[config.mk]
export PLATFORM = sky130hd
export DESIGN_NAME = cpu_clock_divider_control
export DESIGN_NICKNAME = d
export VERILOG_FILES = /design/src/rtl/clkgen_pkg.sv /design/src/rtl/clk_prescaler.sv /design/src/rtl/cpu_clock_divider_control.sv
export SDC_FILE = /design/constraint.sdc
export NUM_CORES = 1
export LEC_CHECK = 0
export BUFFER_PORTS_ARGS = -buffer_cell sky130_fd_sc_hd__buf_4
export CAP_MARGIN = 20
export CORE_MARGIN = 2
export CORE_UTILIZATION = 43
export CTS_BUF_LIST = sky130_fd_sc_hd__clkbuf_4 sky130_fd_sc_hd__clkbuf_8
export DETAILED_ROUTE_END_ITERATION = 8
export PLACE_DENSITY = 0.66
export SYNTH_ARGS = -nofsm -noshare
export SYNTH_HDL_FRONTEND = slang
export SYNTH_HIERARCHICAL = 1
export SYNTH_SLANG_ARGS = --single-unit
[constraint.sdc]
create_clock -name CLK_IN -period 2 [get_ports CLK_IN]
set_clock_uncertainty 0.1 [all_clocks]
set_input_delay 0 -clock CLK_IN [delete_from_list [all_inputs] [get_ports CLK_IN]]
set_output_delay 0 -clock CLK_IN [all_outputs]
set_load 0.01 [all_outputs]
[src/rtl/clkgen_pkg.sv]
// Package: constants, types and helpers for the CPU clock generator
// Overview of operation
// - Reset loads the select register with 04H, the divide-by-sixteen ratio.
// - Select codes 000..100 give divide by 1, 2, 4, 8, 16; others forbidden.
// - Shortest instruction lasts two CPU clock periods.
// - Old ratio is kept for 16, 8, 4, 2 or 1 instructions after a write.
// - Each counted instruction lasts one minimum instruction time at old ratio.
// - Main oscillation is stopped while the reset input is low.
// - After reset, wait 2^16 main clocks, then run at the slowest ratio.
// - Peripheral clocks are divided from the main clock and stop with it.
// - Select register is read/write with bit and byte write operations.
// - Clock generator manages the STOP and HALT standby modes.
// - The STOP instruction halts the main oscillator.
package clkgen_pkg;

   // Register map
   localparam logic [15:0] SEL_REG_ADDR   = 16'hFFFB;
   localparam logic [2:0]  SEL_RESET_VAL  = 3'h4;
   localparam logic [2:0]  SEL_MAX_CODE   = 3'h4;
   localparam logic [7:0]  RD_IDLE_VAL    = 8'h00;

   // Timing figures in main or CPU clock cycles, and divider width
   localparam int          STAB_CYCLES_DEF = 65536;
   localparam logic [1:0]  CPU_CLKS_PER_INSTR = 2'h2;
   localparam int          DIV_WIDTH      = 8;

   // Register access from the core, one request per cycle
   typedef struct packed {
      logic [15:0] addr;
      logic        wr;       // Byte write
      logic        bit_wr;   // Single bit write
      logic [2:0]  bit_sel;
      logic        bit_val;
      logic [7:0]  wdata;
      logic        rd;
   } reg_req_t;

   typedef enum {ST_STAB, ST_RUN, ST_HALT, ST_STOP} gen_state_t;

   // Instructions the old ratio is held for after a rewrite
   function automatic logic [4:0] switch_delay(input logic [2:0] sel);
      case (sel)
         3'h0:    switch_delay = 5'h10;
         3'h1:    switch_delay = 5'h08;
         3'h2:    switch_delay = 5'h04;
         3'h3:    switch_delay = 5'h02;
         default: switch_delay = 5'h01;
      endcase
   endfunction : switch_delay

endpackage : clkgen_pkg

[src/rtl/clk_prescaler.sv]
// Prescaler that divides the main clock for CPU and peripherals
`timescale 1ns/100ps
module clk_prescaler (
   // Clock and reset
   input  wire logic                 clk,
   input  wire logic                 rst_n,
   // Control
   input  wire logic                 run_in,
   input  wire logic [2:0]           sel_in,
   // Divided outputs
   output logic [clkgen_pkg::DIV_WIDTH-1:0] cnt_out,
   output logic                      tick_out
);
   import clkgen_pkg::*;

   logic [DIV_WIDTH-1:0] cnt_r, cnt_nxt;
   logic                 tick_r, tick_nxt;
   logic [3:0]           mask;

   // Ratio 2^sel: a tick whenever the low sel bits are all ones
   always_comb begin
      mask     = 4'h0;
      case (sel_in)
         3'h1:    mask = 4'h1;
         3'h2:    mask = 4'h3;
         3'h3:    mask = 4'h7;
         3'h4:    mask = 4'hF;
         default: mask = 4'h0;
      endcase
      // Divider freezes when the oscillator stops
      cnt_nxt  = run_in ? cnt_r + 8'h01 : cnt_r;
      tick_nxt = run_in && ((cnt_r[3:0] & mask) == mask);
   end

   always_ff @(posedge clk or negedge rst_n) begin
      if (!rst_n) begin
         cnt_r  <= 8'h00;
         tick_r <= 1'b0;
      end else begin
         cnt_r  <= cnt_nxt;
         tick_r <= tick_nxt;
      end
   end

   assign cnt_out  = cnt_r;
   assign tick_out = tick_r;

endmodule : clk_prescaler

[src/rtl/cpu_clock_divider_control.sv]
// CPU clock divider control with standby and ratio switch delay
`timescale 1ns/100ps
module cpu_clock_divider_control #(
   parameter int STAB_CYCLES = clkgen_pkg::STAB_CYCLES_DEF
) (
   // Main clock and reset
   input  wire logic                 CLK_IN,
   input  wire logic                 RESET_N_IN,
   // Register access from the core
   input  wire clkgen_pkg::reg_req_t REG_REQ_IN,
   output logic [7:0]                RDATA_OUT,
   // Core status strobes
   input  wire logic                 INSTR_DONE_IN,
   input  wire logic                 STOP_EXEC_IN,
   input  wire logic                 HALT_EXEC_IN,
   input  wire logic                 WAKE_IN,
   // Clock outputs
   output logic                      OSC_RUN_OUT,
   output logic                      CPU_CLK_EN_OUT,
   output logic                      CPU_RUN_OUT,
   output logic [2:0]                CPU_DIV_SEL_OUT,
   output logic [clkgen_pkg::DIV_WIDTH-1:0] PERIPH_DIV_OUT
);
   import clkgen_pkg::*;

   gen_state_t  state_r, state_nxt;
   logic [16:0] stab_r, stab_nxt;
   logic        osc_r, osc_nxt;
   logic [2:0]  sel_r, sel_nxt;
   logic [2:0]  act_r, act_nxt;
   logic        pend_r, pend_nxt;
   logic [4:0]  dly_r, dly_nxt;
   logic [1:0]  phase_r, phase_nxt;
   logic        cpu_en_r, cpu_en_nxt;
   logic        run_r, run_nxt;
   logic [7:0]  rdata_r, rdata_nxt;
   logic        tick;
   logic [DIV_WIDTH-1:0] div_cnt;
   logic        hit, instr_tick;
   logic [7:0]  wr_byte;
   logic        wr_ok;

   // Divider runs only while the oscillator runs
   clk_prescaler u_prescaler (
      .clk      (CLK_IN),
      .rst_n    (RESET_N_IN),
      .run_in   (osc_r),
      .sel_in   (act_r),
      .cnt_out  (div_cnt),
      .tick_out (tick)
   );

   assign hit = (REG_REQ_IN.addr == SEL_REG_ADDR);

   // Standby and oscillation stabilization sequencing
   always_comb begin
      state_nxt = state_r;
      stab_nxt  = stab_r;
      osc_nxt   = osc_r;
      case (state_r)
         ST_STAB: begin
            osc_nxt = 1'b1;
            if (stab_r == 17'(STAB_CYCLES - 1)) begin
               state_nxt = ST_RUN;
               stab_nxt  = 17'h00000;
            end else begin
               stab_nxt  = stab_r + 17'h00001;
            end
         end
         ST_RUN: begin
            if (STOP_EXEC_IN) begin
               state_nxt = ST_STOP;
               osc_nxt   = 1'b0;
            end else if (HALT_EXEC_IN) begin
               state_nxt = ST_HALT;
            end
         end
         ST_HALT: begin
            // Oscillator keeps running so wake up is immediate
            if (WAKE_IN) begin
               state_nxt = ST_RUN;
            end
         end
         ST_STOP: begin
            // Resonator must settle again before the core resumes
            if (WAKE_IN) begin
               state_nxt = ST_STAB;
               osc_nxt   = 1'b1;
            end
         end
         default: state_nxt = ST_STAB;
      endcase
   end

   always_ff @(posedge CLK_IN or negedge RESET_N_IN) begin
      if (!RESET_N_IN) begin
         state_r <= ST_STAB;
         stab_r  <= 17'h00000;
         osc_r   <= 1'b0;
      end else begin
         state_r <= state_nxt;
         stab_r  <= stab_nxt;
         osc_r   <= osc_nxt;
      end
   end

   // CPU clock enable and minimum instruction time phase
   always_comb begin
      run_nxt    = (state_nxt == ST_RUN);
      cpu_en_nxt = tick && (state_r == ST_RUN);
      phase_nxt  = phase_r;
      instr_tick = 1'b0;
      if (cpu_en_r) begin
         // Two CPU clocks form the shortest instruction
         if (phase_r == CPU_CLKS_PER_INSTR - 2'h1) begin
            phase_nxt  = 2'h0;
            instr_tick = 1'b1;
         end else begin
            phase_nxt  = phase_r + 2'h1;
         end
      end
   end

   always_ff @(posedge CLK_IN or negedge RESET_N_IN) begin
      if (!RESET_N_IN) begin
         run_r    <= 1'b0;
         cpu_en_r <= 1'b0;
         phase_r  <= 2'h0;
      end else begin
         run_r    <= run_nxt;
         cpu_en_r <= cpu_en_nxt;
         phase_r  <= phase_nxt;
      end
   end

   // Write decode: a byte write wins over a bit write; bit writes only
   // reach the three select bits, so higher positions are simply dropped
   always_comb begin
      wr_byte = {5'h00, sel_r};
      wr_ok   = 1'b0;
      if (REG_REQ_IN.bit_wr && REG_REQ_IN.bit_sel < 3'h3) begin
         wr_byte[REG_REQ_IN.bit_sel] = REG_REQ_IN.bit_val;
         wr_ok                       = 1'b1;
      end
      if (REG_REQ_IN.wr) begin
         wr_byte = REG_REQ_IN.wdata;
         wr_ok   = 1'b1;
      end
      // Forbidden codes are refused whole, so no switch is armed by them
      wr_ok = wr_ok && hit && (wr_byte[2:0] <= SEL_MAX_CODE);
   end

   // Select register and read back
   always_comb begin
      sel_nxt   = sel_r;
      rdata_nxt = RD_IDLE_VAL;
      if (wr_ok) begin
         sel_nxt = wr_byte[2:0];
      end
      if (hit && REG_REQ_IN.rd) begin
         rdata_nxt = {5'h00, sel_r};
      end
   end

   always_ff @(posedge CLK_IN or negedge RESET_N_IN) begin
      if (!RESET_N_IN) begin
         sel_r   <= SEL_RESET_VAL;
         rdata_r <= RD_IDLE_VAL;
      end else begin
         sel_r   <= sel_nxt;
         rdata_r <= rdata_nxt;
      end
   end

   // Pending ratio switch, counted in instructions at the old ratio.
   // The switch takes the newest select value, so a rewrite landing on
   // the closing count is applied rather than lost.
   always_comb begin
      act_nxt  = act_r;
      pend_nxt = pend_r;
      dly_nxt  = dly_r;
      // Count down at the old ratio: strobe or elapsed instruction time
      if (pend_r && (INSTR_DONE_IN || instr_tick)) begin
         if (dly_r == 5'h01) begin
            act_nxt  = sel_nxt;
            pend_nxt = 1'b0;
         end else begin
            dly_nxt  = dly_r - 5'h01;
         end
      end
      // A rewrite during a pending switch does not restart the count
      if (wr_ok && !pend_r) begin
         pend_nxt = 1'b1;
         dly_nxt  = switch_delay(act_r);
      end
   end

   always_ff @(posedge CLK_IN or negedge RESET_N_IN) begin
      if (!RESET_N_IN) begin
         act_r  <= SEL_RESET_VAL;
         pend_r <= 1'b0;
         dly_r  <= 5'h00;
      end else begin
         act_r  <= act_nxt;
         pend_r <= pend_nxt;
         dly_r  <= dly_nxt;
      end
   end

   // Outputs straight from flip-flops
   assign RDATA_OUT       = rdata_r;
   assign OSC_RUN_OUT     = osc_r;
   assign CPU_CLK_EN_OUT  = cpu_en_r;
   assign CPU_RUN_OUT     = run_r;
   assign CPU_DIV_SEL_OUT = act_r;
   assign PERIPH_DIV_OUT  = div_cnt;

endmodule : cpu_clock_divider_control

# Word-level counts from Yosys, hierarchy flattened
# Index checks and enable logic that the tools add are counted.
# Widths: inputs -> output; s select.
[totals] output_inout_bits=22 ff_bits=83 wordCells=89
[classes] mux=30 n_lt_le_gt_ge=4 n_eq_ne=17 reduce_logical=20 add_sub_neg=4 bitwise_logic=1
[op_table] cell="$mux 32" count=5
[op_table] cell="$eq 32x2->1 const B" count=4
[op_table] cell="$pmux 32 s4" count=1
[op_table] cell="$eq 32x1->1 const B" count=1
[op_table] cell="$logic_not 32->1" count=1
[op_table] cell="$pmux 5 s4" count=1
[op_table] cell="$add 17x1->17 const B" count=1
[op_table] cell="$eq 17x16->1 const B" count=1
[op_table] cell="$mux 17" count=1
[op_table] cell="$eq 16x16->1 const B" count=1
[op_table] cell="$pmux 4 s4" count=1
[op_table] cell="$mux 5" count=3
[op_table] cell="$mux 3" count=4
[op_table] cell="$mux 1" count=10
[op_table] cell="$logic_and 1x1->1" count=9
[op_table] cell="$add 8x1->8 const B" count=1
[op_table] cell="$bwmux 8" count=1
[op_table] cell="$eq 3x2->1 const B" count=2
[op_table] cell="$reduce_and 2->1" count=3
[op_table] cell="$eq 5x1->1 const B" count=1
[op_table] cell="$sub 5x1->5 const B" count=1
[op_table] cell="$and 4x4->4" count=1
[op_table] cell="$eq 4x4->1" count=1
[op_table] cell="$lt 3x4->1 const B" count=1
[op_table] cell="other kinds (18)" count=20

# Depth between registers and ports, before layout
[logic_depth] word_depth=12 depth_mapped=7 ltp_nobuf=7

# By module
# The synthesis kept the hierarchy.
[by_module_without_submodules] module="cpu_clock_divider_control" area_per_inst_um2=3100.5 instances=1 cells_each=276
[by_module_without_submodules] module="clk_prescaler" area_per_inst_um2=424.2 instances=1 cells_each=37

# Worst setup path before layout
# Ideal clock, no wire load.
[synth_timing] path_type="flip-flop to flip-flop" startpoint="reg dly_r[1]" endpoint="reg act_r[2] (netlist: CPU_DIV_SEL_OUT[2])" setup_time_ns=0.082 arrival_time_ns=1.871 path_slack_ns=-0.053 path_stages_with_launch=7 path_buffers=1 period_less_slack_ns=2.053 cell_sequence="dfrtp_1 inv_1 ha_1 or4b_2 or2_2 clkbuf_1 mux2_2"
[synth_between] elab_chain_len=2
[synth_lines] item="from (decl)" line_no="cpu_clock_divider_control.sv:32" text="logic [4:0] dly_r, dly_nxt;"
[synth_lines] item="from (signal assigned)" line_no="cpu_clock_divider_control.sv:206" text="dly_r <= dly_nxt;"
[synth_lines] item="$eq 5x1->1" line_no="cpu_clock_divider_control.sv:184" text="if (dly_r == 5'h01) begin"
[synth_lines] item="$reduce_and 2->1 (no line)"
[synth_lines] item="to (signal assigned)" line_no="cpu_clock_divider_control.sv:204" text="act_r <= act_nxt;"
[synth_lines] item="to (decl)" line_no="cpu_clock_divider_control.sv:30" text="logic [2:0] act_r, act_nxt;"
# No other way between the ends.
# A chain may end at the register's enable or synchronous reset.

# Worst setup path after layout
[layout_timing] startpoint="reg dly_r[1]" endpoint="reg dly_r[0]"
[layout_between] elab_chain_len=3
[layout_lines] item="$eq 5x1->1" line_no="cpu_clock_divider_control.sv:184"
[layout_lines] item="$ne 2x1->1 (no line)"
[layout_lines] item="$reduce_and 2->1 (no line)"
# No other way between the ends.

==> impl_metrics.yaml <==
floorplan:
  core_mm2: 0.00809
  dieArea_mm2: 0.00894
  die_w_um: 94.5
  initial_core_util_pct: 43.6
  die_h_um: 94.5
  ios: 59
  rows: 33
sta:
  maxSlewHeadroom_pct: 63.2
  tightest_slew_ns: 0.552
  fin_setup_tns_ns: 0
  slew_viol_final: 0
  finalCriticalPeriod_ns: 1.93
  fin_crit_sh_pct: 96.5
  setup_slack_ns: 0.0699
  hold_viol: 0
  rsz0062_at_grt: "false"
  finalSetupViolCount: 0
  fmax_ghz: 0.518
global_routing:
  grt_overflow: 0
  grt_max_degree: 43
  grt_pass1_vias: 2569
  grtUsageTotal_pct: 16.8
  grt_pass1_wl_um: 11700
  antenna_found_initial: 0
route:
  vias_per_cell: 5.10
  via_count: 2676
  drtAntennaViolNets: 0
  drt-pass1-iter-count: 4
  post_drt_wl_per_cell_um: 13.2
  detail_route.iter0.violations: 110
  drc: 0
  wl_um: 6900
clock_network:
  clk_latency_ns: 0.35
  cts_made_buffers: 9
  clk_pin_slew_ns: 0.09
  root_buffer: "clkbuf_8"
  h-tree-depth: 3
  cts_tree: "built"
  numClockSinks: 78
  clockBufferDepth: 2
synthesis:
  yosysUniqueCellTypes: 58
  synthArstFlopShare_pct: 100
  syn_area_mm2: 0.00352
  syn_inst: 313
  yosys_warnings: 6
  ys_seq_area_share_pct: 55.4
  synth_top_flop_cell: "dfrtp_1"
  synth_edf_count: 0
  syn_avg_cell_area_um2: 11.3
  synth.ff_latch_count: 78
worst_setup_path:
  cp_max_fo: 4
  cp_top_family: "simple AND/OR/NAND/NOR gates"
  rrSetupSlack_ns: 0.07
  timing.critical_path.to_type: "register"
  cp_slowest_cell: "or4b_4"
  cpPeakStageDelay_ns: 0.46
  path_cells: "inv_2, ha_2, or4b_4, o211ai_1, xnor2_1, mux2_2"
  cp-start-kind: "register"
  worst_ep_arrival_time_ns: 2.07
  path_buf_inv: 1
  worstPathRequired_ns: 2.14
  crit_type: "reg -> reg"
min_path:
  hold_path.class: "in -> reg"
layout:
  fin_util_pct: 55.2
  drive_gt1_share_pct: 24.8
  fillers: 729
  mostFrequentLayoutCells: "dfrtp_1, buf_4, conb_1, nand2_1"
  antenna_cells: 0
  final_common_cell: "dfrtp_1"
  syn2layout_area_growth_pct: 26.7
  final_nets: 456
  post_layout_nonfiller_instances: 525
placed_design:
  dpl.hpwl_um: 5030
  gp_congestion: 0.915
  place_ws_ns: 0.0802
  dp.cells: 502
  numPortBuffers: 48
pwr:
  power_leakage_nw: 2.02
  irDropWorstVdd_v: 0.000280
  powerDensity_mw_per_mm2: 645
flow_run:
  cap_violations: 0
outcome:
  status: "finished clean"
## registers in the layout (all words and copies together), names as in the netlist, 2 cells and up
name / cells
CPU_DIV_SEL_OUT: 3
sel_r: 3
stab_r: 17
state_r: 32
RDATA_OUT: 3
dly_r: 5
phase_r: 2
u_prescaler/cnt_out: 8
## Yosys cell counts, types with 3 or more instances
cell type / n / share of area, %
xor2_1: 5 / 1.2
o211ai_1: 4 / 0.85
o21ai_0: 17 / 2.4
buf_4: 6 / 1.3
nor2_1: 17 / 1.8
nor3_1: 4 / 0.57
mux2i_1: 9 / 2.6
nand3_1: 10 / 1.4
nand2_1: 27 / 2.9
nand2b_1: 4 / 0.71
mux2_2: 5 / 1.6
a211oi_1: 3 / 0.64
o31ai_1: 5 / 1.1
and3_1: 10 / 1.8
xnor2_1: 13 / 3.2
or3_1: 4 / 0.71
nand4_1: 13 / 2.3
ha_1: 4 / 1.4
inv_1: 9 / 0.96
clkbuf_1: 4 / 0.43
a31oi_1: 3 / 0.53
dfrtp_1: 76 / 54
nor4_1: 10 / 1.8
and4_1: 4 / 0.99
a21oi_1: 8 / 1.1
a21boi_0: 3 / 0.64
## path summary, 6_finish.rpt
check | start | endpoint | cells after the start
setup / recovery | dly_r[1] | dly_r[0] | 6
hold / removal | REG_REQ_IN[14] | sel_r[0] | 4
setup reg to reg | dly_r[1] | dly_r[0] | 6
hold reg to reg | u_prescaler/cnt_out[7] | u_prescaler/cnt_out[7] | 1
max in group asynchronous | RESET_N_IN | sel_r[2] | 3
min in group asynchronous | RESET_N_IN | dly_r[3] | 2
## cells by family after synthesis
logic type / share of synthesized area (%)
buffers and inverters: 2.80
XOR/XNOR: 4.47
AND/OR/NAND/NOR: 20.4
multiplexers: 4.54
adder cells (fa/ha/maj): 1.42
other: 0.106
AO/OA/AOI/OAI: 10.8
flip-flops: 55.4
## what timing repair did
item                                   4_1_cts  5_1_grt
setup buffers                                0        1
setup endpoints to repair                    0       16
resized for setup                            0        4
hold buffers                                 6        0
endpoints found under the hold margin       84        0
## tightest hold or removal path, delay by kind of cell
family          cells  cell delay, ns
simple gates        2            0.20
compound gates      1            0.10
buf+inv             1            0.14
## layer usage
| layer | global-route usage, % | vias to the layer above | wire length, um |
|---|---|---|---|
| li1 | - | 1311 | - |
| met1 | 21.8 | 1293 | 3160 |
| met2 | 28.1 | 66 | 3310 |
| met3 | 5.11 | 6 | 372 |
| met4 | 3.38 | 0 | 59 |
| met5 | 0 | - | 0 |
## through the flow
stage	instance area (um2)	hold slack, ns	power, W
after CTS	4450	0.00106	0.00293
final	4460	0.0251	0.00288
after floorplan	3670	-0.396	0.00170
after detailed placement	4200	-0.0746	0.00180
after global routing	4460	0.0312	0.00302
after global placement	4200	-0.0821	0.00180
## where the power goes
group	leakage [nW]	total (W)	switching [W]	internal, W
combinational	0.945	0.000162	0.0000861	0.0000754
clock	0.0896	0.00110	0.000625	0.000475
sequential	0.988	0.00162	0.0000111	0.00161
## layout make-up
class | instances | area (um2) | area share, %
inverters | 9 | 33.8 | 0.757
flip-flops and latches | 78 | 1950 | 43.8
well taps | 105 | 131 | 2.94
multi-input cells | 249 | 1620 | 36.2
clock buffers | 9 | 124 | 2.77
clock inverters | 7 | 66.3 | 1.49
repair buffers | 68 | 538 | 12.1
Power figures use the tool's default switching activity.
